## config.mk

```make
export PLATFORM = sky130hd
export DESIGN_NAME = itac_core
export DESIGN_NICKNAME = d
export VERILOG_FILES = /design/src/verilog/itac_pkg.sv /design/src/verilog/itac_bus_decode.sv /design/src/verilog/itac_core.sv /design/src/verilog/itac_counter.sv
export SDC_FILE = /design/constraint.sdc
export NUM_CORES = 1
export LEC_CHECK = 0
export ABC_AREA = 1
export BUFFER_PORTS_ARGS = -buffer_cell sky130_fd_sc_hd__buf_4
export CAP_MARGIN = 5
export CORE_AREA = 8 8 105 202
export DETAILED_ROUTE_END_ITERATION = 10
export DIE_AREA = 0 0 113 210
export GPL_ROUTABILITY_DRIVEN = 0
export PLACE_DENSITY = 0.82
export SLEW_MARGIN = 5
export SYNTH_ARGS = -nofsm -noshare
export SYNTH_HDL_FRONTEND = slang
export SYNTH_SLANG_ARGS = --single-unit
```

## constraint.sdc

```tcl
create_clock -name clk_sys -period 3.6 [get_ports clk_sys]
set_input_delay 0.36 -clock clk_sys [delete_from_list [all_inputs] [get_ports clk_sys]]
set_output_delay 0.36 -clock clk_sys [all_outputs]
set_load 0.02 [all_outputs]
```

## src/verilog/itac_pkg.sv

```systemverilog
package itac_pkg;
  // port select codes
  localparam logic [1:0] ITAC_PORT_CNT0 = 2'h0;
  localparam logic [1:0] ITAC_PORT_CNT1 = 2'h1;
  localparam logic [1:0] ITAC_PORT_CNT2 = 2'h2;
  localparam logic [1:0] ITAC_PORT_CTRL = 2'h3;
  // control word fields
  localparam int ITAC_CW_SC_HI = 7;
  localparam int ITAC_CW_SC_LO = 6;
  localparam int ITAC_CW_RW_HI = 5;
  localparam int ITAC_CW_RW_LO = 4;
  localparam int ITAC_CW_M_HI  = 3;
  localparam int ITAC_CW_M_LO  = 1;
  localparam int ITAC_CW_BCD   = 0;
  // access formats in bits 5:4
  localparam logic [1:0] ITAC_RW_LATCH = 2'h0;
  localparam logic [1:0] ITAC_RW_LSB   = 2'h1;
  localparam logic [1:0] ITAC_RW_MSB   = 2'h2;
  localparam logic [1:0] ITAC_RW_BOTH  = 2'h3;
  localparam logic [1:0] ITAC_SC_READBACK = 2'h3;
  // modes that use gate triggers
  localparam logic [2:0] ITAC_MODE_ONESHOT = 3'h1;
  localparam logic [2:0] ITAC_MODE_HWSTROBE = 3'h5;
  localparam logic [7:0] ITAC_CW_RESET = 8'h00;
  localparam int ITAC_NUM_CNT = 3;
  localparam int ITAC_CNT_W   = 16;
  localparam int ITAC_BUS_W   = 8;
  localparam logic [3:0] ITAC_BCD_MAX = 4'h9;
endpackage
```

## src/verilog/itac_bus_decode.sv

```systemverilog
`timescale 1ns/1ps
module itac_bus_decode
  import itac_pkg::*;
(
  // host strobes
  input  wire logic       dev_sel_n,
  input  wire logic       rd_n,
  input  wire logic       wr_n,
  input  wire logic [1:0] port_select,
  // decoded
  output logic [ITAC_NUM_CNT-1:0] cnt_sel,
  output logic                    ctrl_sel,
  output logic                    rd_act,
  output logic                    wr_act
);
  always_comb
  begin
    rd_act   = !dev_sel_n && !rd_n && wr_n;
    wr_act   = !dev_sel_n && !wr_n && rd_n;
    cnt_sel  = '0;
    ctrl_sel = 1'b0;
    unique case (port_select)
      ITAC_PORT_CNT0: cnt_sel[0] = 1'b1;
      ITAC_PORT_CNT1: cnt_sel[1] = 1'b1;
      ITAC_PORT_CNT2: cnt_sel[2] = 1'b1;
      ITAC_PORT_CTRL: ctrl_sel   = 1'b1;
    endcase
  end
endmodule // itac_bus_decode

```

## src/verilog/itac_core.sv

```systemverilog
`timescale 1ns/1ps
// Overview of operation
// port select reaches three counters or control
// strobes ignored unless device select low
// read low reads, write low writes
// port three write stores control word
// control word cannot be read back
// three identical independent counters
// sixteen bit presettable down counter
// output latch follows count, freezes until read
// one latch half drives bus at once
// reads return output latch, never counter
// status holds control word, output, null
// modes one and five sample gate rising
// binary or bcd counting selectable
// data bus driven only on selected reads
// count bytes staged, cleared on programming
// host writes control word before count
// latch command freezes selected counter count
module itac_core
  import itac_pkg::*;
(
  // clock and reset
  input  wire logic                    clk_sys,
  input  wire logic                    rst_n,
  // host bus
  input  wire logic                    dev_sel_n,
  input  wire logic                    rd_n,
  input  wire logic                    wr_n,
  input  wire logic [1:0]              port_select,
  input  wire logic [ITAC_BUS_W-1:0]   bus_data_lines_i,
  output logic      [ITAC_BUS_W-1:0]   bus_data_lines_o,
  output logic                         bus_data_lines_oe,
  // counter pins
  input  wire logic [ITAC_NUM_CNT-1:0] cnt_clk,
  input  wire logic [ITAC_NUM_CNT-1:0] cnt_gate,
  output logic      [ITAC_NUM_CNT-1:0] cnt_out
);
  import itac_pkg::*;
  logic [ITAC_NUM_CNT-1:0] cnt_sel;
  logic                    ctrl_sel, rd_act, wr_act, rd_q, wr_q, rd_stb, wr_stb;
  logic [7:0]              mode_setup_word_q;
  logic [ITAC_NUM_CNT-1:0] prog_stb, latch_stb, cwr_stb, crd_stb;
  logic [7:0]              rd_byte [ITAC_NUM_CNT];
  logic [7:0]              status_byte [ITAC_NUM_CNT];
  logic [7:0]              dout_q;
  logic [1:0]              sc;

  itac_bus_decode u_dec (
    .dev_sel_n   (dev_sel_n),
    .rd_n        (rd_n),
    .wr_n        (wr_n),
    .port_select (port_select),
    .cnt_sel     (cnt_sel),
    .ctrl_sel    (ctrl_sel),
    .rd_act      (rd_act),
    .wr_act      (wr_act)
  );

  // one action per strobe: act on the leading edge of the access
  always_ff @(posedge clk_sys)
  begin
    if (!rst_n)
    begin
      rd_q <= 1'b0;
      wr_q <= 1'b0;
    end
    else
    begin
      rd_q <= rd_act;
      wr_q <= wr_act;
    end
  end
  assign rd_stb = rd_act && !rd_q;
  assign wr_stb = wr_act && !wr_q;
  assign sc = bus_data_lines_i[ITAC_CW_SC_HI:ITAC_CW_SC_LO];

  // write-only control register, no read path exists
  always_ff @(posedge clk_sys)
  begin
    if (!rst_n)
      mode_setup_word_q <= ITAC_CW_RESET;
    else if (wr_stb && ctrl_sel &&
             bus_data_lines_i[ITAC_CW_RW_HI:ITAC_CW_RW_LO] != ITAC_RW_LATCH)
      mode_setup_word_q <= bus_data_lines_i;
  end

  genvar g;
  generate
    for (g = 0; g < ITAC_NUM_CNT; g++)
    begin : g_cnt
      assign prog_stb[g]  = wr_stb && ctrl_sel && sc == 2'(g) &&
                            bus_data_lines_i[ITAC_CW_RW_HI:ITAC_CW_RW_LO] != ITAC_RW_LATCH;
      assign latch_stb[g] = wr_stb && ctrl_sel && sc == 2'(g) &&
                            bus_data_lines_i[ITAC_CW_RW_HI:ITAC_CW_RW_LO] == ITAC_RW_LATCH;
      assign cwr_stb[g]   = wr_stb && cnt_sel[g];
      assign crd_stb[g]   = rd_stb && cnt_sel[g];
      itac_counter #(.W(ITAC_CNT_W)) u_cnt (
        .clk_sys     (clk_sys),
        .rst_n       (rst_n),
        .prog_stb    (prog_stb[g]),
        .prog_word   (bus_data_lines_i),
        .latch_stb   (latch_stb[g]),
        .wr_stb      (cwr_stb[g]),
        .rd_stb      (crd_stb[g]),
        .wr_data     (bus_data_lines_i),
        .cnt_clk     (cnt_clk[g]),
        .gate        (cnt_gate[g]),
        .cnt_out     (cnt_out[g]),
        .rd_byte     (rd_byte[g]),
        .status_byte (status_byte[g])
      );
    end
  endgenerate

  // read data registered at the start of the read and held through it
  always_ff @(posedge clk_sys)
  begin
    if (!rst_n)
      dout_q <= '0;
    else if (rd_stb)
    begin
      dout_q <= '0;
      for (int i = 0; i < ITAC_NUM_CNT; i++)
        if (cnt_sel[i]) dout_q <= rd_byte[i];
    end
  end
  assign bus_data_lines_o  = dout_q;
  assign bus_data_lines_oe = rd_q && rd_act && !ctrl_sel;

  // checks
  a_ignore_unsel: assert property (@(posedge clk_sys) disable iff (!rst_n)
    dev_sel_n |-> !rd_stb && !wr_stb && !bus_data_lines_oe)
    else $error("strobe acted while deselected");
  a_oe_read_only: assert property (@(posedge clk_sys) disable iff (!rst_n)
    bus_data_lines_oe |-> !rd_n && !dev_sel_n && !$past(rd_n))
    else $error("bus driven outside a read");
  a_ctrl_no_drive: assert property (@(posedge clk_sys) disable iff (!rst_n)
    ctrl_sel |-> !bus_data_lines_oe)
    else $error("control word driven on bus");
  a_cw_store: assert property (@(posedge clk_sys) disable iff (!rst_n)
    (wr_stb && ctrl_sel && bus_data_lines_i[ITAC_CW_RW_HI:ITAC_CW_RW_LO] != ITAC_RW_LATCH) |=>
      mode_setup_word_q == $past(bus_data_lines_i))
    else $error("control word not stored");
  a_decode_map: assert property (@(posedge clk_sys) disable iff (!rst_n)
    $onehot({ctrl_sel, cnt_sel}) && (ctrl_sel == (port_select == ITAC_PORT_CTRL)))
    else $error("port decode wrong");
  a_latch_no_prog: assert property (@(posedge clk_sys) disable iff (!rst_n)
    (wr_stb && ctrl_sel && bus_data_lines_i[ITAC_CW_RW_HI:ITAC_CW_RW_LO] == ITAC_RW_LATCH) |=>
      $stable(mode_setup_word_q))
    else $error("latch command changed control word");
  a_rd_data: assert property (@(posedge clk_sys) disable iff (!rst_n)
    (rd_stb && cnt_sel[0]) |=> dout_q == $past(rd_byte[0]))
    else $error("read data not from latch");
  a_write_level: assert property (@(posedge clk_sys) disable iff (!rst_n)
    wr_stb |-> !wr_n && rd_n ##1 !wr_stb)
    else $error("write strobe misdecoded");
  // status must carry bits 5:0 of the new word, the output level and a set null flag
  a_status_prog: assert property (@(posedge clk_sys) disable iff (!rst_n)
    prog_stb[0] |=>
      status_byte[0] == {cnt_out[0], 1'b1, mode_setup_word_q[ITAC_CW_RW_HI:0]})
    else $error("status does not reflect programming");
endmodule // itac_core

```

## src/verilog/itac_counter.sv

```systemverilog
`timescale 1ns/1ps
module itac_counter
  import itac_pkg::*;
#(
  parameter int W = ITAC_CNT_W
)
(
  // clock and reset
  input  wire logic        clk_sys,
  input  wire logic        rst_n,
  // programming
  input  wire logic        prog_stb,
  input  wire logic [7:0]  prog_word,
  input  wire logic        latch_stb,
  input  wire logic        wr_stb,
  input  wire logic        rd_stb,
  input  wire logic [7:0]  wr_data,
  // counter pins
  input  wire logic        cnt_clk,
  input  wire logic        gate,
  output logic             cnt_out,
  // read side
  output logic [7:0]       rd_byte,
  output logic [7:0]       status_byte
);
  import itac_pkg::*;
  typedef enum logic [1:0] {ITAC_CS_IDLE, ITAC_CS_LOADED, ITAC_CS_RUN} itac_cstate_t;
  itac_cstate_t st_q;
  logic [7:0]   cw_q;
  logic [W-1:0] count_load_register_q, ce_q, output_latch_q;
  logic         latched_q, wr_hi_q, rd_hi_q, null_q, clk_q, trig_q, out_q;
  logic         clk_rise, wr_done;
  logic [W-1:0] ce_dec;
  logic [1:0]   fmt;
  logic [2:0]   mode;
  assign fmt  = cw_q[ITAC_CW_RW_HI:ITAC_CW_RW_LO];
  assign mode = cw_q[ITAC_CW_M_HI:ITAC_CW_M_LO];
  assign clk_rise = cnt_clk && !clk_q;
  assign wr_done = wr_stb && (fmt != ITAC_RW_BOTH || wr_hi_q);
  // binary or bcd decrement
  always_comb
  begin
    ce_dec = ce_q - W'(1);
    if (cw_q[ITAC_CW_BCD])
    begin
      ce_dec = ce_q;
      for (int i = 0; i < W/4; i++)
      begin
        if (ce_dec[i*4 +: 4] != 4'h0)
        begin
          ce_dec[i*4 +: 4] = ce_dec[i*4 +: 4] - 4'h1;
          break;
        end
        ce_dec[i*4 +: 4] = ITAC_BCD_MAX;
      end
    end
  end
  always_ff @(posedge clk_sys)
  begin
    if (!rst_n)
    begin
      cw_q <= ITAC_CW_RESET;
      count_load_register_q <= '0;
      wr_hi_q <= 1'b0;
    end
    else if (prog_stb)
    begin
      cw_q <= prog_word;
      count_load_register_q <= '0;
      wr_hi_q <= 1'b0;
    end
    else if (wr_stb)
    begin
      unique case (fmt)
        ITAC_RW_MSB: count_load_register_q[W-1:8] <= wr_data;
        ITAC_RW_BOTH:
          if (wr_hi_q) count_load_register_q[W-1:8] <= wr_data;
          else count_load_register_q[7:0] <= wr_data;
        default: count_load_register_q[7:0] <= wr_data;
      endcase
      wr_hi_q <= (fmt == ITAC_RW_BOTH) && !wr_hi_q;
    end
  end
  // counting element: down counter preset from the load register
  always_ff @(posedge clk_sys)
  begin
    if (!rst_n)
    begin
      st_q <= ITAC_CS_IDLE;
      ce_q <= '0;
      null_q <= 1'b1;
      clk_q <= 1'b0;
      trig_q <= 1'b0;
      out_q <= 1'b0;
    end
    else
    begin
      clk_q <= cnt_clk;
      if (clk_rise) trig_q <= gate;
      if (prog_stb)
      begin
        st_q <= ITAC_CS_IDLE;
        null_q <= 1'b1;
        out_q <= 1'b0;
      end
      else if (wr_done)
      begin
        st_q <= ITAC_CS_LOADED;
        null_q <= 1'b1;
      end
      else if (clk_rise)
      begin
        unique case (st_q)
          ITAC_CS_IDLE: ;
          ITAC_CS_LOADED:
            if (!(mode == ITAC_MODE_ONESHOT || mode == ITAC_MODE_HWSTROBE) ||
                (gate && !trig_q))
            begin
              ce_q <= {count_load_register_q[W-1:8], count_load_register_q[7:0]};
              null_q <= 1'b0;
              st_q <= ITAC_CS_RUN;
            end
          ITAC_CS_RUN:
            if (gate)
            begin
              ce_q <= ce_dec;
              if (ce_q == W'(1)) out_q <= 1'b1;
            end
        endcase
      end
    end
  end
  assign cnt_out = out_q;
  // output latch follows the ce until a latch command freezes it
  always_ff @(posedge clk_sys)
  begin
    if (!rst_n)
    begin
      output_latch_q <= '0;
      latched_q <= 1'b0;
      rd_hi_q <= 1'b0;
    end
    else
    begin
      if (latch_stb && !latched_q)
        latched_q <= 1'b1;
      else if (rd_stb && (fmt != ITAC_RW_BOTH || rd_hi_q))
        latched_q <= 1'b0;
      if (!latched_q && !(latch_stb && latched_q))
        output_latch_q <= ce_q;
      if (prog_stb) rd_hi_q <= 1'b0;
      else if (rd_stb) rd_hi_q <= (fmt == ITAC_RW_BOTH) && !rd_hi_q;
    end
  end
  // one half at a time onto the byte path, never the ce itself
  always_comb
  begin
    if (fmt == ITAC_RW_MSB || (fmt == ITAC_RW_BOTH && rd_hi_q))
      rd_byte = output_latch_q[W-1:8];
    else
      rd_byte = output_latch_q[7:0];
  end
  assign status_byte = {out_q, null_q, cw_q[ITAC_CW_RW_HI:0]};
endmodule // itac_counter

```

After elaboration in Yosys (flattened, before gate mapping)
Cells that the tools add are included.
{"block": "op_classes", "add_sub_neg": 15, "n_eq_ne": 62, "muxes": 127, "bitwise": 10, "reduce_logical": 163}
{"operator": "16-bit two-way mux", "n": 9}
{"operator": "8-bit two-way mux", "n": 15}
{"operator": "4-bit two-way mux", "n": 27}
{"operator": "16-bit one-hot mux with 2 select lines", "n": 3}
{"operator": "8-bit one-hot mux with 2 select lines", "n": 6}
{"operator": "1-bit two-way mux", "n": 64}
{"operator": "1-bit logical AND", "n": 54}
{"operator": "16-bit by 1-bit equality test with 1-bit output, second input constant", "n": 3}
{"operator": "4-bit inequality test, second input constant", "n": 12}
{"operator": "4-bit nonzero test", "n": 12}
{"operator": "16-bit by 1-bit subtractor with 16-bit output, second input constant", "n": 3}
{"operator": "4-bit by 1-bit subtractor with 4-bit output, second input constant", "n": 12}
{"operator": "2-bit nonzero test", "n": 19}
{"operator": "12-bit two-way mux", "n": 3}
{"operator": "3-bit AND reduction", "n": 12}
{"operator": "10-bit AND reduction", "n": 3}
{"operator": "1-bit logical NOT", "n": 27}
{"operator": "3-bit inequality test, second input constant", "n": 9}
{"operator": "9-bit AND reduction", "n": 3}
{"operator": "2-bit equality test, second input constant", "n": 12}
{"operator": "8-bit AND reduction", "n": 3}
{"operator": "7-bit AND reduction", "n": 3}
{"operator": "2-bit inequality test, second input constant", "n": 9}
{"operator": "1-bit logical OR", "n": 15}
{"operator": "other kinds (9)", "n": 39}
{"block": "totals", "ff_bits": 196, "input_bits": 21, "out_inout_bits": 12, "wordCells": 428}

Depth between registers and ports, before layout
{"block": "depth", "ltp_word": 19, "mapped_depth": 13, "mapped_depth_nobuf": 13}

By module
From an unflattened synthesis, not the netlist that was laid out.
{"block": "unflattened", "hier_cells": 1525, "area_unflattened_um2": 10578.9}
{"module": "itac_counter (g_cnt[0].u_cnt ...)", "n_inst": 2, "cells_each": 469, "area_per_inst_um2": 3318.2, "seq_area_each_um2": 1261.2}
{"module": "itac_counter (g_cnt[2].u_cnt)", "n_inst": 1, "cells_each": 464, "area_per_inst_um2": 3198.1, "seq_area_each_um2": 1261.2}
{"module": "itac_core", "n_inst": 1, "cells_each": 110, "area_per_inst_um2": 695.7, "seq_area_each_um2": 200.2}
{"module": "itac_bus_decode", "n_inst": 1, "cells_each": 13, "area_per_inst_um2": 48.8, "seq_area_each_um2": 0.0}

Least setup slack after synthesis
OpenSTA, ideal clock, no wires.
{"block": "synth_timing", "path_kind": "register to register", "from": "register g_cnt[2].u_cnt.ce_q[0]", "to": "register g_cnt[2].u_cnt.ce_q[15]", "setup_ns": 0.109, "arrival_ns": 1.389, "slack_ns": 2.102, "path_stages_with_launch": 12, "synth_period_minus_slack_ns": 1.498, "path_cell_list": "dfxtp_1 inv_1 ha_1 inv_1 nor2_1 nor2_1 a21oi_2 nand3_2 nor2_2 nand3_1 nand2_1 inv_1"}
{"block": "synth_between", "elab_chain_len": 5, "word_cells_on_any_way": 9, "cone_classes": "add/sub (1); eq/ne (1); mux (5); reduce/logical (2)"}
{"item": "start: declaration", "line": "itac_counter.sv:30", "text": "logic [W-1:0] count_load_register_q, ce_q, output_latch_q;"}
{"item": "start signal: assignment", "line": "itac_counter.sv:119", "text": "ce_q <= {count_load_register_q[W-1:8], count_load_register_q[7:0]};"}
{"item": "parallel branches: the longest is 5 deep, another holds 16-bit by 1-bit subtractor with 16-bit output"}
Several ways; the timed one is not identified. The select of a mux whose other input is x is not followed.
A chain may end at the register's enable or synchronous reset.

Worst setup path in the final report
{"block": "layout_timing", "from": "register g_cnt[0].u_cnt.st_q[0]", "to": "register g_cnt[0].u_cnt.ce_q[15]"}
{"block": "layout_between", "elab_chain_len": 3, "word_cells_on_any_way": 11, "cone_classes": "eq/ne (8); mux (1); reduce/logical (2)"}
{"item": "start: declaration", "line": "itac_counter.sv:28", "text": "itac_cstate_t st_q;"}
{"item": "start signal: assignment", "line": "itac_counter.sv:89", "text": "st_q <= ITAC_CS_IDLE;"}
{"item": "start signal: assignment", "line": "itac_counter.sv:102", "text": "st_q <= ITAC_CS_IDLE;"}
{"item": "start signal: assignment", "line": "itac_counter.sv:108", "text": "st_q <= ITAC_CS_LOADED;"}
{"item": "2-bit equality test or 2-bit by 1-bit equality test with 1-bit output (tied branches)"}
{"item": "4-bit inequality test (no line), or another cell as far along"}
{"item": "10-bit AND reduction (no line)"}
{"item": "end signal: assignment", "line": "itac_counter.sv:119"}
{"item": "end: declaration", "line": "itac_counter.sv:30"}
Parallel ways exist; a longest one is shown, timed or not.

==> metrics.log <==
INFO  metric syn-num-nets = 1525
INFO  metric post_route_cells_drive_above_1_share = 10.2%
INFO  metric detail_route.vias_per_cell = 5.69
INFO  metric unrepaired_setup_endpoints_after_global_routing = false
INFO  metric cts_resized = 0
INFO  metric num_antenna_cells = 0
INFO  metric cp-startpoint = g_cnt[0].u_cnt.st_q[0]
INFO  metric power-per-cell-area = 415 nW/µm²
INFO  metric htree_num_levels = 4
INFO  metric drt_drc_violations_left = 0
INFO  metric grt_pass1_wl = 46500 µm
INFO  metric critical_path_peak_fanout = 21
INFO  metric finalHoldViolations = 0
INFO  metric report.final.slew_viol_count = 0
INFO  metric timing.critical_path.to_type = register
INFO  metric final_net_count = 1519
INFO  metric utilization = 58.3%
INFO  metric grt_remaining_overflow = 0
INFO  metric setup_viol_count_final = 0
INFO  metric post-cts-setup-buffer-count = 0
INFO  metric worstHoldStart = dev_sel_n
INFO  metric antenna_violations_before_repair = 0
INFO  metric fp-row-count = 71
INFO  metric num_io_pins = 33
INFO  metric clkTransAtPathRegs = 0.08 ns
INFO  metric routed_wl = 28700 µm
INFO  metric total_clock_buffers_created_by_cts = 17
INFO  metric syn_area = 10000 µm²
INFO  metric synth_unique_cells = 42
INFO  metric clk_latency = 0.44 ns
INFO  metric multi_input_area = 5270 µm²
INFO  metric post-route-period-util = 57.4%
INFO  metric first_pass_detailed_route_iteration_total = 5
INFO  metric cts.hold.buffers_added = 0
INFO  metric edff_count_synth = 0
INFO  metric cts_root_buffer = clkbuf_16
INFO  metric critical_path.startpoint_type = register
INFO  metric min_path_type = input port to register
INFO  metric detailed_place_hpwl = 21100 µm
INFO  metric route.vias.total = 9789
INFO  metric worst-setup-path-type = register to register
INFO  metric area_of_the_die = 23700 µm²
INFO  metric avgSynthCellArea = 6.71 µm²
INFO  metric max_freq = 484 MHz
INFO  metric number_of_buffers_added_on_ports = 32
INFO  metric ctsLongestPathBuffers = 2
INFO  metric regToRegStartpoint = g_cnt[0].u_cnt.st_q[0]
INFO  metric grt.total_usage = 24.5%
INFO  metric die_y = 210 µm
INFO  metric ys_seq_area_share = 38.5%
INFO  metric async_reset_ff_share = 0%
INFO  metric yosys_warnings = 0
INFO  metric required = 3.93 ns
INFO  metric run_status = finished, final reports clean
INFO  metric worst_ir_drop_vdd = 0.291 mV
INFO  metric mostFrequentLayoutCell = nand2_1
INFO  metric area.growth.synth_to_final = 8.46%
INFO  metric mean_routed_wirelength_per_cell = 16.7 µm
INFO  metric regArea = 3860 µm²
INFO  metric synthCells = 1495
INFO  metric power.leakage = 4.60 nW
INFO  metric finalSetupTns = 0 ns
INFO  metric worst_slew_margin_rel = 27.4%
INFO  metric worst-slew-pin-transition = 1.08 ns
INFO  metric numClockSinks = 193
INFO  metric core = 18700 µm²
INFO  metric finClkSkew = 0.0106 ns
INFO  metric worst_ep_arrival_time = 2.40 ns
INFO  metric layout_common_cells = nand2_1 (395), dfxtp_1 (193), a21oi_1 (168)
INFO  metric die_w = 113 µm
INFO  metric drt_iter0_markers = 626
INFO  metric synthesis_stage_register_bit_count = 193
INFO  metric final_antenna_net_count = 0
INFO  metric initial_utilization = 53.8%
INFO  metric grt_pass1_vias = 9451
INFO  metric cap_violations = 0
INFO  metric grt_max_degree = 50
INFO  metric postSynth.topFlopCell = dfxtp_1
INFO  metric final_period_minus_worst_setup_slack = 2.07 ns
INFO  metric cts_tree = yes
INFO  metric fillerInstances = 1760
==> where the power goes <==
part / switching (W) / internal [W]
registers: 0.0000228 / 0.00216
logic: 0.000236 / 0.000105
clock network: 0.000899 / 0.00109
total: 0.00116 / 0.00336
==> cell usage after synthesis, types with 3 or more instances <==
library cell  count  share of area (%)
o21ai_0         132                6.6
nor2_2           12               0.75
nand4_1           6               0.37
o22ai_1           3               0.19
nor2_4           17                1.9
buf_4            10               0.75
o21ai_2           4               0.35
clkbuf_1         29                1.1
nand3_1          76                3.8
a31oi_1           5               0.31
ha_1              9                1.1
nand4_2           3               0.37
buf_2            15               0.75
nor2_1          162                6.1
dfxtp_1         193                 39
nand2_1         395                 15
nand2_2          10               0.62
nand2_4           4               0.45
xor2_1            6               0.52
a41oi_1          10               0.87
inv_1           140                5.2
inv_2            16               0.60
o211ai_1         12               0.90
nand3_2           4               0.40
a21oi_1         168                8.4
o21ai_1          17               0.85
nand3b_1          4               0.30
nand3_4           6                1.0
or2_2             7               0.44
buf_6             3               0.34
buf_1             3               0.11
==> final timing paths <==
kind,cells past startpoint,endpoint,slack [ns]
setup / recovery,10,g_cnt[0].u_cnt.ce_q[15],1.53
hold / removal,2,wr_q,0.10
setup reg to reg,10,g_cnt[0].u_cnt.ce_q[15],1.53
hold reg to reg,2,g_cnt[0].u_cnt.output_latch_q[7],0.45
==> per-stage QoR <==
step | power (W) | instance area [µm²] | hold WS [ns] | setup slack, ns | std cells
finish | 0.00451 | 10900 | 0.104 | 1.53 | 1721
CTS | 0.00452 | 10900 | 0.0946 | 1.58 | 1721
detailed placement | 0.00257 | 10300 | 0.444 | 1.54 | 1689
global route | 0.00465 | 10900 | 0.108 | 1.29 | 1721
floorplan | 0.00247 | 10000 | 0.430 | 2.10 | 1495
global placement | 0.00256 | 10300 | 0.442 | 1.59 | 1689
==> flip-flops by register name, summed over array words and instances (netlist names), 6 cells and up <==
| name | cells |
|---|---|
| g_cnt.u_cnt.st_q | 6 |
| g_cnt.u_cnt.cw_q | 15 |
| g_cnt.u_cnt.output_latch_q | 48 |
| g_cnt.u_cnt.count_load_register_q | 48 |
| bus_data_lines_o | 8 |
| g_cnt.u_cnt.ce_q | 48 |
==> final cells by class <==
type	count	area share, %
multi-input combinational	1085	48.5
sequential	193	35.5
inverter	157	5.42
clock buffer	19	4.16
tap	219	2.52
timing repair buffer	35	2.42
clock inverter	13	1.50
==> per-layer routing <==
layer,vias to the layer above,part of all wire [%],global-route usage (%)
li1,4843,-,-
met1,4485,36,24.0
met2,323,52,44.2
met3,138,4.2,4.21
met4,0,7.7,20.3
met5,-,0,0
==> cell families after synthesis <==
group / Yosys count / synth area share, %
compound gates: 359 / 19.1
xor+xnor: 8 / 0.699
fa+ha+maj: 9 / 1.12
buf+inv: 217 / 8.91
flops: 193 / 38.5
simple gates: 709 / 31.6
==> worst max-delay path: stages (launching register included) <==
cell and delay [ns]:
dfxtp_1 0.32, inv_1 0.06, nand2_2 0.20, inv_2 0.35
nand3_1 0.14, nand2_1 0.16, nand4_2 0.27, nor2_2 0.24
nand2_1 0.08, nor2_1 0.09, nor2_1 0.04
Note: power is estimated with default switching activity, not from simulation.
